<file path="src/include/shadow_regs_pkg.sv">
// Constants and types shared by the serial port shadow control register block
`default_nettype none
package shadow_regs_pkg;

    // Bus geometry
    localparam int unsigned ADDR_W   = 8;
    localparam int unsigned DATA_W   = 32;

    // Register byte offsets
    localparam logic [ADDR_W-1:0] OFS_BREAK_MIRROR    = 8'h90;
    localparam logic [ADDR_W-1:0] OFS_DMA_MODE_MIRROR = 8'h94;
    localparam logic [ADDR_W-1:0] OFS_FIFO_EN_MIRROR  = 8'h98;
    localparam logic [ADDR_W-1:0] OFS_RX_TRIG_MIRROR  = 8'h9C;
    localparam logic [ADDR_W-1:0] OFS_TX_TRIG_MIRROR  = 8'hA0;

    // Field positions inside the original control words
    localparam int unsigned LINE_CTRL_BREAK_BIT = 6;
    localparam int unsigned FIFO_CTRL_EN_BIT    = 0;
    localparam int unsigned FIFO_CTRL_DMA_BIT   = 3;
    localparam int unsigned FIFO_CTRL_TX_LSB    = 4;
    localparam int unsigned FIFO_CTRL_RX_LSB    = 6;

    // Field positions inside the mirror registers
    localparam int unsigned MIRROR_BIT_LSB   = 0;
    localparam int unsigned TRIG_W           = 2;

    // Reset values
    localparam logic              RST_BREAK    = 1'b0;
    localparam logic              RST_DMA_MODE = 1'b0;
    localparam logic              RST_FIFO_EN  = 1'b0;
    localparam logic [TRIG_W-1:0] RST_RX_TRIG  = 2'h0;
    localparam logic [TRIG_W-1:0] RST_TX_TRIG  = 2'h0;

    // FIFO geometry
    localparam int unsigned FIFO_DEPTH = 16;
    localparam int unsigned LEVEL_W    = 5;

    // Receive trigger encodings
    typedef enum logic [TRIG_W-1:0] {
        RX_TRIG_ONE_CHAR  = 2'h0,
        RX_TRIG_QUARTER   = 2'h1,
        RX_TRIG_HALF      = 2'h2,
        RX_TRIG_TWO_SHORT = 2'h3
    } rx_trig_t;

    // Transmit-empty trigger encodings
    typedef enum logic [TRIG_W-1:0] {
        TX_TRIG_EMPTY     = 2'h0,
        TX_TRIG_TWO_CHARS = 2'h1,
        TX_TRIG_QUARTER   = 2'h2,
        TX_TRIG_HALF      = 2'h3
    } tx_trig_t;

    // Bus slave states
    typedef enum logic [1:0] {
        ST_IDLE = 2'b01,
        ST_ACK  = 2'b10
    } bus_state_t;

endpackage
`default_nettype wire

</file>
<file path="src/rtl/uart_shadow_control_regs.sv">
// Shadow control register group of a serial port, reached over APB
//
// Summary of operation
// - break mirror bit 0 reads/writes break
// - break mirror only with shadow option
// - DMA mode mirror bit 0 tracks control bit 3
// - FIFO enable mirror tracks control bit 0
// - FIFO mirrors need FIFO and shadow option
// - receive trigger mirror bits 1:0, reset 00
// - receive trigger: one, quarter, half, two short
// - transmit trigger mirror needs three options
// - transmit trigger 00 empty, 01 two left
// - transmit trigger 10 quarter, 11 half
`timescale 1ns/1ps
`default_nettype none
module uart_shadow_control_regs
    import shadow_regs_pkg::*;
#(
    parameter bit SHADOW_EN           = 1'b1,
    parameter bit FIFO_PRESENT        = 1'b1,
    parameter bit TX_THRESHOLD_OPTION = 1'b1
)
(
    // Clock and reset
    input  wire logic              pclk,
    input  wire logic              presetn,
    // APB slave
    input  wire logic              psel,
    input  wire logic              penable,
    input  wire logic              pwrite,
    input  wire logic [ADDR_W-1:0] paddr,
    input  wire logic [DATA_W-1:0] pwdata,
    output logic      [DATA_W-1:0] prdata,
    output logic                   pready,
    output logic                   pslverr,
    // Direct writes of the original control words
    input  wire logic              line_control_wr,
    input  wire logic [7:0]        line_control_wdata,
    input  wire logic              fifo_control_wr,
    input  wire logic [7:0]        fifo_control_wdata,
    // FIFO levels from the data path
    input  wire logic [LEVEL_W-1:0] rx_fifo_level,
    input  wire logic [LEVEL_W-1:0] tx_fifo_level,
    // Control outputs
    output logic                   break_ctrl,
    output logic                   dma_mode,
    output logic                   fifo_enable,
    output logic      [TRIG_W-1:0] rx_trigger_sel,
    output logic      [TRIG_W-1:0] tx_trigger_sel,
    output logic                   fifo_flush,
    output logic                   rx_trigger_hit,
    output logic                   tx_threshold_hit
);

    // Presence of each mirror follows the build options
    localparam bit BRK_PRESENT  = SHADOW_EN;
    localparam bit FIFO_MIRRORS = SHADOW_EN && FIFO_PRESENT;
    localparam bit TX_PRESENT   = SHADOW_EN && FIFO_PRESENT && TX_THRESHOLD_OPTION;

    // Bus state
    bus_state_t        state_ff;
    bus_state_t        nxt_state;
    logic              pready_ff;
    logic              nxt_pready;
    logic              pslverr_ff;
    logic              nxt_pslverr;
    logic [DATA_W-1:0] prdata_ff;
    logic [DATA_W-1:0] nxt_prdata;

    // Control state, shared by both views so they cannot drift apart
    logic              break_ff;
    logic              nxt_break;
    logic              dma_mode_ff;
    logic              nxt_dma_mode;
    logic              fifo_en_ff;
    logic              nxt_fifo_en;
    logic [TRIG_W-1:0] rx_trig_ff;
    logic [TRIG_W-1:0] nxt_rx_trig;
    logic [TRIG_W-1:0] tx_trig_ff;
    logic [TRIG_W-1:0] nxt_tx_trig;
    logic              flush_ff;
    logic              nxt_flush;
    logic              rx_hit_ff;
    logic              nxt_rx_hit;
    logic              tx_hit_ff;
    logic              nxt_tx_hit;

    // Decode
    logic              addr_ok;
    logic [DATA_W-1:0] rd_word;
    logic              wr_take;
    logic              rx_hit_raw;
    logic              tx_hit_raw;

    always_comb
    begin
        addr_ok = 1'b0;
        rd_word = '0;
        case (paddr)
            OFS_BREAK_MIRROR:
            begin
                addr_ok = BRK_PRESENT;
                rd_word[MIRROR_BIT_LSB] = break_ff & BRK_PRESENT;
            end
            OFS_DMA_MODE_MIRROR:
            begin
                addr_ok = FIFO_MIRRORS;
                rd_word[MIRROR_BIT_LSB] = dma_mode_ff & FIFO_MIRRORS;
            end
            OFS_FIFO_EN_MIRROR:
            begin
                addr_ok = FIFO_MIRRORS;
                rd_word[MIRROR_BIT_LSB] = fifo_en_ff & FIFO_MIRRORS;
            end
            OFS_RX_TRIG_MIRROR:
            begin
                addr_ok = FIFO_MIRRORS;
                rd_word[TRIG_W-1:0] = rx_trig_ff & {TRIG_W{FIFO_MIRRORS}};
            end
            OFS_TX_TRIG_MIRROR:
            begin
                addr_ok = TX_PRESENT;
                rd_word[TRIG_W-1:0] = tx_trig_ff & {TRIG_W{TX_PRESENT}};
            end
            default:
            begin
                addr_ok = 1'b0;
                rd_word = '0;
            end
        endcase
    end

    // A write lands on the edge at which the master sees pready high
    assign wr_take = (state_ff == ST_ACK) && psel && penable && pwrite && addr_ok;

    // One wait state keeps prdata, pready and pslverr registered
    always_comb
    begin
        nxt_state   = state_ff;
        nxt_pready  = 1'b0;
        nxt_pslverr = 1'b0;
        nxt_prdata  = prdata_ff;
        case (state_ff)
            ST_IDLE:
            begin
                if (psel && penable)
                begin
                    nxt_state   = ST_ACK;
                    nxt_pready  = 1'b1;
                    nxt_pslverr = ~addr_ok;
                    nxt_prdata  = (!pwrite && addr_ok) ? rd_word : '0;
                end
            end
            ST_ACK:
            begin
                nxt_state  = ST_IDLE;
                nxt_prdata = '0;
            end
            default:
            begin
                nxt_state = ST_IDLE;
            end
        endcase
    end

    always_ff @(posedge pclk or negedge presetn)
    begin
        if (!presetn)
        begin
            state_ff   <= ST_IDLE;
            pready_ff  <= 1'b0;
            pslverr_ff <= 1'b0;
            prdata_ff  <= '0;
        end
        else
        begin
            state_ff   <= nxt_state;
            pready_ff  <= nxt_pready;
            pslverr_ff <= nxt_pslverr;
            prdata_ff  <= nxt_prdata;
        end
    end

    // Mirror writes are applied after direct writes, so software's latest bus access wins a tie
    always_comb
    begin
        nxt_break    = break_ff;
        nxt_dma_mode = dma_mode_ff;
        nxt_fifo_en  = fifo_en_ff;
        nxt_rx_trig  = rx_trig_ff;
        nxt_tx_trig  = tx_trig_ff;
        if (line_control_wr)
        begin
            nxt_break = line_control_wdata[LINE_CTRL_BREAK_BIT];
        end
        if (fifo_control_wr)
        begin
            nxt_fifo_en  = fifo_control_wdata[FIFO_CTRL_EN_BIT];
            nxt_dma_mode = fifo_control_wdata[FIFO_CTRL_DMA_BIT];
            nxt_rx_trig  = fifo_control_wdata[FIFO_CTRL_RX_LSB +: TRIG_W];
            nxt_tx_trig  = fifo_control_wdata[FIFO_CTRL_TX_LSB +: TRIG_W];
        end
        if (wr_take)
        begin
            case (paddr)
                OFS_BREAK_MIRROR:    nxt_break    = pwdata[MIRROR_BIT_LSB];
                OFS_DMA_MODE_MIRROR: nxt_dma_mode = pwdata[MIRROR_BIT_LSB];
                OFS_FIFO_EN_MIRROR:  nxt_fifo_en  = pwdata[MIRROR_BIT_LSB];
                OFS_RX_TRIG_MIRROR:  nxt_rx_trig  = pwdata[MIRROR_BIT_LSB +: TRIG_W];
                OFS_TX_TRIG_MIRROR:  nxt_tx_trig  = pwdata[MIRROR_BIT_LSB +: TRIG_W];
                default:             nxt_break    = nxt_break;
            endcase
        end
        // Toggling FIFO enable empties both FIFOs, whichever view did it
        nxt_flush  = (nxt_fifo_en != fifo_en_ff);
        // Thresholds only mean something while the FIFOs are on
        nxt_rx_hit = fifo_en_ff & rx_hit_raw;
        nxt_tx_hit = fifo_en_ff & tx_hit_raw;
    end

    always_ff @(posedge pclk or negedge presetn)
    begin
        if (!presetn)
        begin
            break_ff    <= RST_BREAK;
            dma_mode_ff <= RST_DMA_MODE;
            fifo_en_ff  <= RST_FIFO_EN;
            rx_trig_ff  <= RST_RX_TRIG;
            tx_trig_ff  <= RST_TX_TRIG;
            flush_ff    <= 1'b0;
            rx_hit_ff   <= 1'b0;
            tx_hit_ff   <= 1'b0;
        end
        else
        begin
            break_ff    <= nxt_break;
            dma_mode_ff <= nxt_dma_mode;
            fifo_en_ff  <= nxt_fifo_en;
            rx_trig_ff  <= nxt_rx_trig;
            tx_trig_ff  <= nxt_tx_trig;
            flush_ff    <= nxt_flush;
            rx_hit_ff   <= nxt_rx_hit;
            tx_hit_ff   <= nxt_tx_hit;
        end
    end

    fifo_threshold_decode u_threshold
    (
        .rx_level (rx_fifo_level),
        .tx_level (tx_fifo_level),
        .rx_trig  (rx_trig_ff),
        .tx_trig  (tx_trig_ff),
        .rx_hit   (rx_hit_raw),
        .tx_hit   (tx_hit_raw)
    );

    // Outputs
    assign prdata           = prdata_ff;
    assign pready           = pready_ff;
    assign pslverr          = pslverr_ff;
    assign break_ctrl       = break_ff;
    assign dma_mode         = dma_mode_ff;
    assign fifo_enable      = fifo_en_ff;
    assign rx_trigger_sel   = rx_trig_ff;
    assign tx_trigger_sel   = tx_trig_ff;
    assign fifo_flush       = flush_ff;
    assign rx_trigger_hit   = rx_hit_ff;
    assign tx_threshold_hit = tx_hit_ff;

endmodule // uart_shadow_control_regs
`default_nettype wire

</file>
<file path="src/rtl/fifo_threshold_decode.sv">
// Combinational FIFO level against trigger code comparison
`timescale 1ns/1ps
`default_nettype none
module fifo_threshold_decode
    import shadow_regs_pkg::*;
(
    // Levels
    input  wire logic [LEVEL_W-1:0] rx_level,
    input  wire logic [LEVEL_W-1:0] tx_level,
    // Trigger codes
    input  wire logic [TRIG_W-1:0]  rx_trig,
    input  wire logic [TRIG_W-1:0]  tx_trig,
    // Conditions
    output logic                    rx_hit,
    output logic                    tx_hit
);

    localparam logic [LEVEL_W-1:0] LVL_ONE     = 5'h01;
    localparam logic [LEVEL_W-1:0] LVL_TWO     = 5'h02;
    localparam logic [LEVEL_W-1:0] LVL_QUARTER = LEVEL_W'(FIFO_DEPTH / 4);
    localparam logic [LEVEL_W-1:0] LVL_HALF    = LEVEL_W'(FIFO_DEPTH / 2);
    localparam logic [LEVEL_W-1:0] LVL_SHORT   = LEVEL_W'(FIFO_DEPTH - 2);

    always_comb
    begin
        case (rx_trig)
            RX_TRIG_ONE_CHAR:  rx_hit = (rx_level >= LVL_ONE);
            RX_TRIG_QUARTER:   rx_hit = (rx_level >= LVL_QUARTER);
            RX_TRIG_HALF:      rx_hit = (rx_level >= LVL_HALF);
            RX_TRIG_TWO_SHORT: rx_hit = (rx_level >= LVL_SHORT);
            default:           rx_hit = 1'b0;
        endcase
        case (tx_trig)
            TX_TRIG_EMPTY:     tx_hit = (tx_level == '0);
            TX_TRIG_TWO_CHARS: tx_hit = (tx_level <= LVL_TWO);
            TX_TRIG_QUARTER:   tx_hit = (tx_level <= LVL_QUARTER);
            TX_TRIG_HALF:      tx_hit = (tx_level <= LVL_HALF);
            default:           tx_hit = 1'b0;
        endcase
    end

endmodule // fifo_threshold_decode
`default_nettype wire

</file>
<file path="config.mk">
export PLATFORM = sky130hd
export DESIGN_NAME = uart_shadow_control_regs
export DESIGN_NICKNAME = d
export VERILOG_FILES = /design/src/include/shadow_regs_pkg.sv /design/src/rtl/uart_shadow_control_regs.sv /design/src/rtl/fifo_threshold_decode.sv
export SDC_FILE = /design/constraint.sdc
export NUM_CORES = 1
export LEC_CHECK = 0
export ABC_AREA = 1
export BUFFER_PORTS_ARGS = -buffer_cell sky130_fd_sc_hd__buf_4
export CAP_MARGIN = 0
export CORE_ASPECT_RATIO = 1.2
export CORE_MARGIN = 5
export CORE_UTILIZATION = 37
export DETAILED_ROUTE_END_ITERATION = 7
export PLACE_DENSITY = 0.9
export SLEW_MARGIN = 20
export SYNTH_ARGS = -nofsm -noshare
export SYNTH_HDL_FRONTEND = slang
export SYNTH_SLANG_ARGS = --single-unit
export TNS_END_PERCENT = 50
</file>
<file path="constraint.sdc">
create_clock -name pclk -period 1.4 [get_ports pclk]
set_input_delay 0.14 -clock pclk [delete_from_list [all_inputs] [get_ports pclk]]
set_output_delay 0.14 -clock pclk [all_outputs]
set_load 0.02 [all_outputs]
</file>
==> results.sh <==
export IMPL_crit_fanout=4
export IMPL_final_setup_viol_count=0
export IMPL_final_cells=259
export IMPL_power_mw=1.29
export IMPL_dp_slack_ns=0.0878
export IMPL_ant_nets=0
export IMPL_whs_ns=0.160
export IMPL_drt_iter0_drc=21
export IMPL_fp_row_count=23
export IMPL_rsz0062_at_grt="no"
export IMPL_syn_to_final_growth_pct=28.1
export IMPL_fin_ws_ns=0.110
export IMPL_cp_common_cell="nand2_1"
export IMPL_clk_pin_slew_worst_paths_ns=0.06
export IMPL_crit_path_end_kind="register"
export IMPL_final_area_mm2=0.00159
export IMPL_clock_skew_final_ns=0.00208
export IMPL_yosysSeqAreaShare_pct=32.5
export IMPL_num_fill_cells=342
export IMPL_powerDensity_mw_per_mm2=811
export IMPL_diodes=0
export IMPL_overflow=0
export IMPL_syn_cell_area_mm2=0.00124
export IMPL_place_hpwl_mm=2.49
export IMPL_cp_arrival_ns=1.47
export IMPL_grt_pass1_wl_mm=4.62
export IMPL_htreeDepth=1
export IMPL_die_w_um=62.8
export IMPL_period_needed_ns=1.29
export IMPL_dp_cells=254
export IMPL_cts_tree="done"
export IMPL_numCtsBuffers=3
export IMPL_worstPathRequired_ns=1.58
export IMPL_insertion_delay_ns=0.24
export IMPL_multi_input_area_um2=617
export IMPL_cts_sinks=16
export IMPL_ioPinCount=117
export IMPL_post_cts_repair_setup_buffers=0
export IMPL_start_util_pct=37.7
export IMPL_mostFrequentLayoutCells="buf_4 (48), nand2_1 (39), conb_1 (30), inv_1 (18), dfrtp_1 (15)"
export IMPL_gp_congestion=0.888
export IMPL_grt_max_degree=17
export IMPL_drive_gt1_share_pct=34.2
export IMPL_hp_class="input pin to register"
export IMPL_layout_commonest_cell="buf_4"
export IMPL_start_kind="register"
export IMPL_post_route_period_util_pct=92.2
export IMPL_dieArea_mm2=0.00461
export IMPL_drv_slew=0
export IMPL_ff_latch_area_um2=402
export IMPL_clock_path_buffers=2
export IMPL_die_h_um=73.4
export IMPL_synth_seq_cells=16
export IMPL_finalHoldViolCount=0
export IMPL_max_freq_mhz=775
export IMPL_cp_top_family="simple AND/OR/NAND/NOR gates"
export IMPL_core_area_mm2=0.00328
export IMPL_outcome="completed"
export IMPL_slowest_delay_ns=0.53
export IMPL_dpl_cell_area_mm2=0.00152
export IMPL_ys_types=26
export IMPL_utilization_pct=48.3
export IMPL_finalNetCount=296
export IMPL_slowest_stage="dfstp_2"
export IMPL_routed_via_count=1131
export IMPL_yosys_warnings=0
export IMPL_path_buf_inv=1
export IMPL_antenna_found_initial=0
export IMPL_avgRoutedWirePerCell_um=10.9
export IMPL_static_leakage_power_nw=0.907
export IMPL_port_buffers=47
export IMPL_clock_root_buffer="clkbuf_8"
export IMPL_tns_ns=0
export IMPL_grt_pass1_vias=1124
export IMPL_cap_viol_max_count=0
export IMPL_first_pass_iters=4
export IMPL_vias_per_cell=4.37
export IMPL_crit_chain="inv_2 > or2_1 > nor2_4 > and3_1 > nand2_1 > nand2_1"
export IMPL_syn_inst=172
export IMPL_drc=0
export IMPL_grt_usage_pct=12.1
export IMPL_peakVddDrop_mv=0.468
export IMPL_path_class="register to register"
export IMPL_drt_total_wl_mm=2.82
export IMPL_syn_avg_cell_area_um2=7.19
## cells in the mapped netlist
library cell / instances / share of area (%)
o21ai_0: 5 / 2.0
inv_1: 18 / 5.5
o221ai_1: 1 / 0.71
nor2_2: 2 / 1.0
a21oi_1: 4 / 1.6
nand3_1: 8 / 3.2
or2_1: 1 / 0.51
buf_4: 31 / 19
inv_2: 6 / 1.8
mux2_2: 2 / 1.8
nor2_1: 11 / 3.3
o22ai_1: 1 / 0.51
nor2_4: 2 / 1.8
nand2_1: 39 / 12
dfrtp_1: 15 / 30
o31ai_1: 1 / 0.61
dfstp_2: 1 / 2.1
and3_1: 1 / 0.51
buf_2: 1 / 0.40
nand4_1: 4 / 2.0
nor3_4: 1 / 1.3
clkinv_2: 1 / 0.40
nand2_2: 8 / 4.0
o21ai_1: 6 / 2.4
nand4_2: 1 / 1.0
conb_1: 1 / 0.30
## worst min-delay path, delay by kind of cell
kind	cells	cell delay, ns
buf+inv	1	0.09
simple gates	2	0.14
## flip-flops by register name, summed over array words and instances, names as in the netlist
register and flops:
pslverr 1, rx_trigger_sel 2, rx_trigger_hit 1, pready 1, dma_mode 1, tx_trigger_sel 2, state_ff 2, prdata 2
break_ctrl 1, fifo_enable 1, fifo_flush 1, tx_threshold_hit 1
## power breakdown
group / internal [mW] / switching, mW
combinational: 0.144 / 0.229
sequential: 0.497 / 0.0258
clock: 0.249 / 0.141
## per-layer routing
layer	part of all wire, %	vias to the layer above	global-route usage, %
met2	54	43	22.8
met4	2.6	0	5.66
li1	-	574	-
met3	5.7	4	0.917
met5	0	-	0
met1	37	510	13.7
## layout make-up
type                    count  area share (%)
clock buffers               4            3.47
inverters                  25            6.00
multi-input cells         128            38.9
flip-flops and latches     16            25.3
well taps                  37            2.92
repair buffers             49            23.4
## kinds of logic after synthesis
family	after synthesis	share of synthesized area [%]
flops	16	32.5
buf+inv	57	26.9
other cells	1	0.303
compound gates	18	7.89
mux	2	1.82
simple gates	78	30.6
## path summary, 6_finish.rpt
| check | from | endpoint | slack (ns) | depth (start not counted) |
|---|---|---|---|---|
| max | state_ff[0] | prdata[1] | 0.11 | 6 |
| min | pwdata[1] | rx_trigger_sel[1] | 0.16 | 3 |
| min reg2reg | prdata[0] | prdata[0] | 0.48 | 2 |
| min in group asynchronous | presetn | state_ff[1] | 0.29 | 2 |
| max in group asynchronous | presetn | state_ff[0] | 0.87 | 2 |
| max reg2reg | state_ff[0] | prdata[1] | 0.11 | 6 |
## timing repair
| item | in CTS | in global routing |
|---|---|---|
| setup endpoints to repair | 0 | 2 |
| hold endpoints to repair | 16 | 0 |
| resized for setup | 0 | 1 |
| hold buffers | 1 | 0 |
No activity file was read; power rests on OpenSTA's default activity.
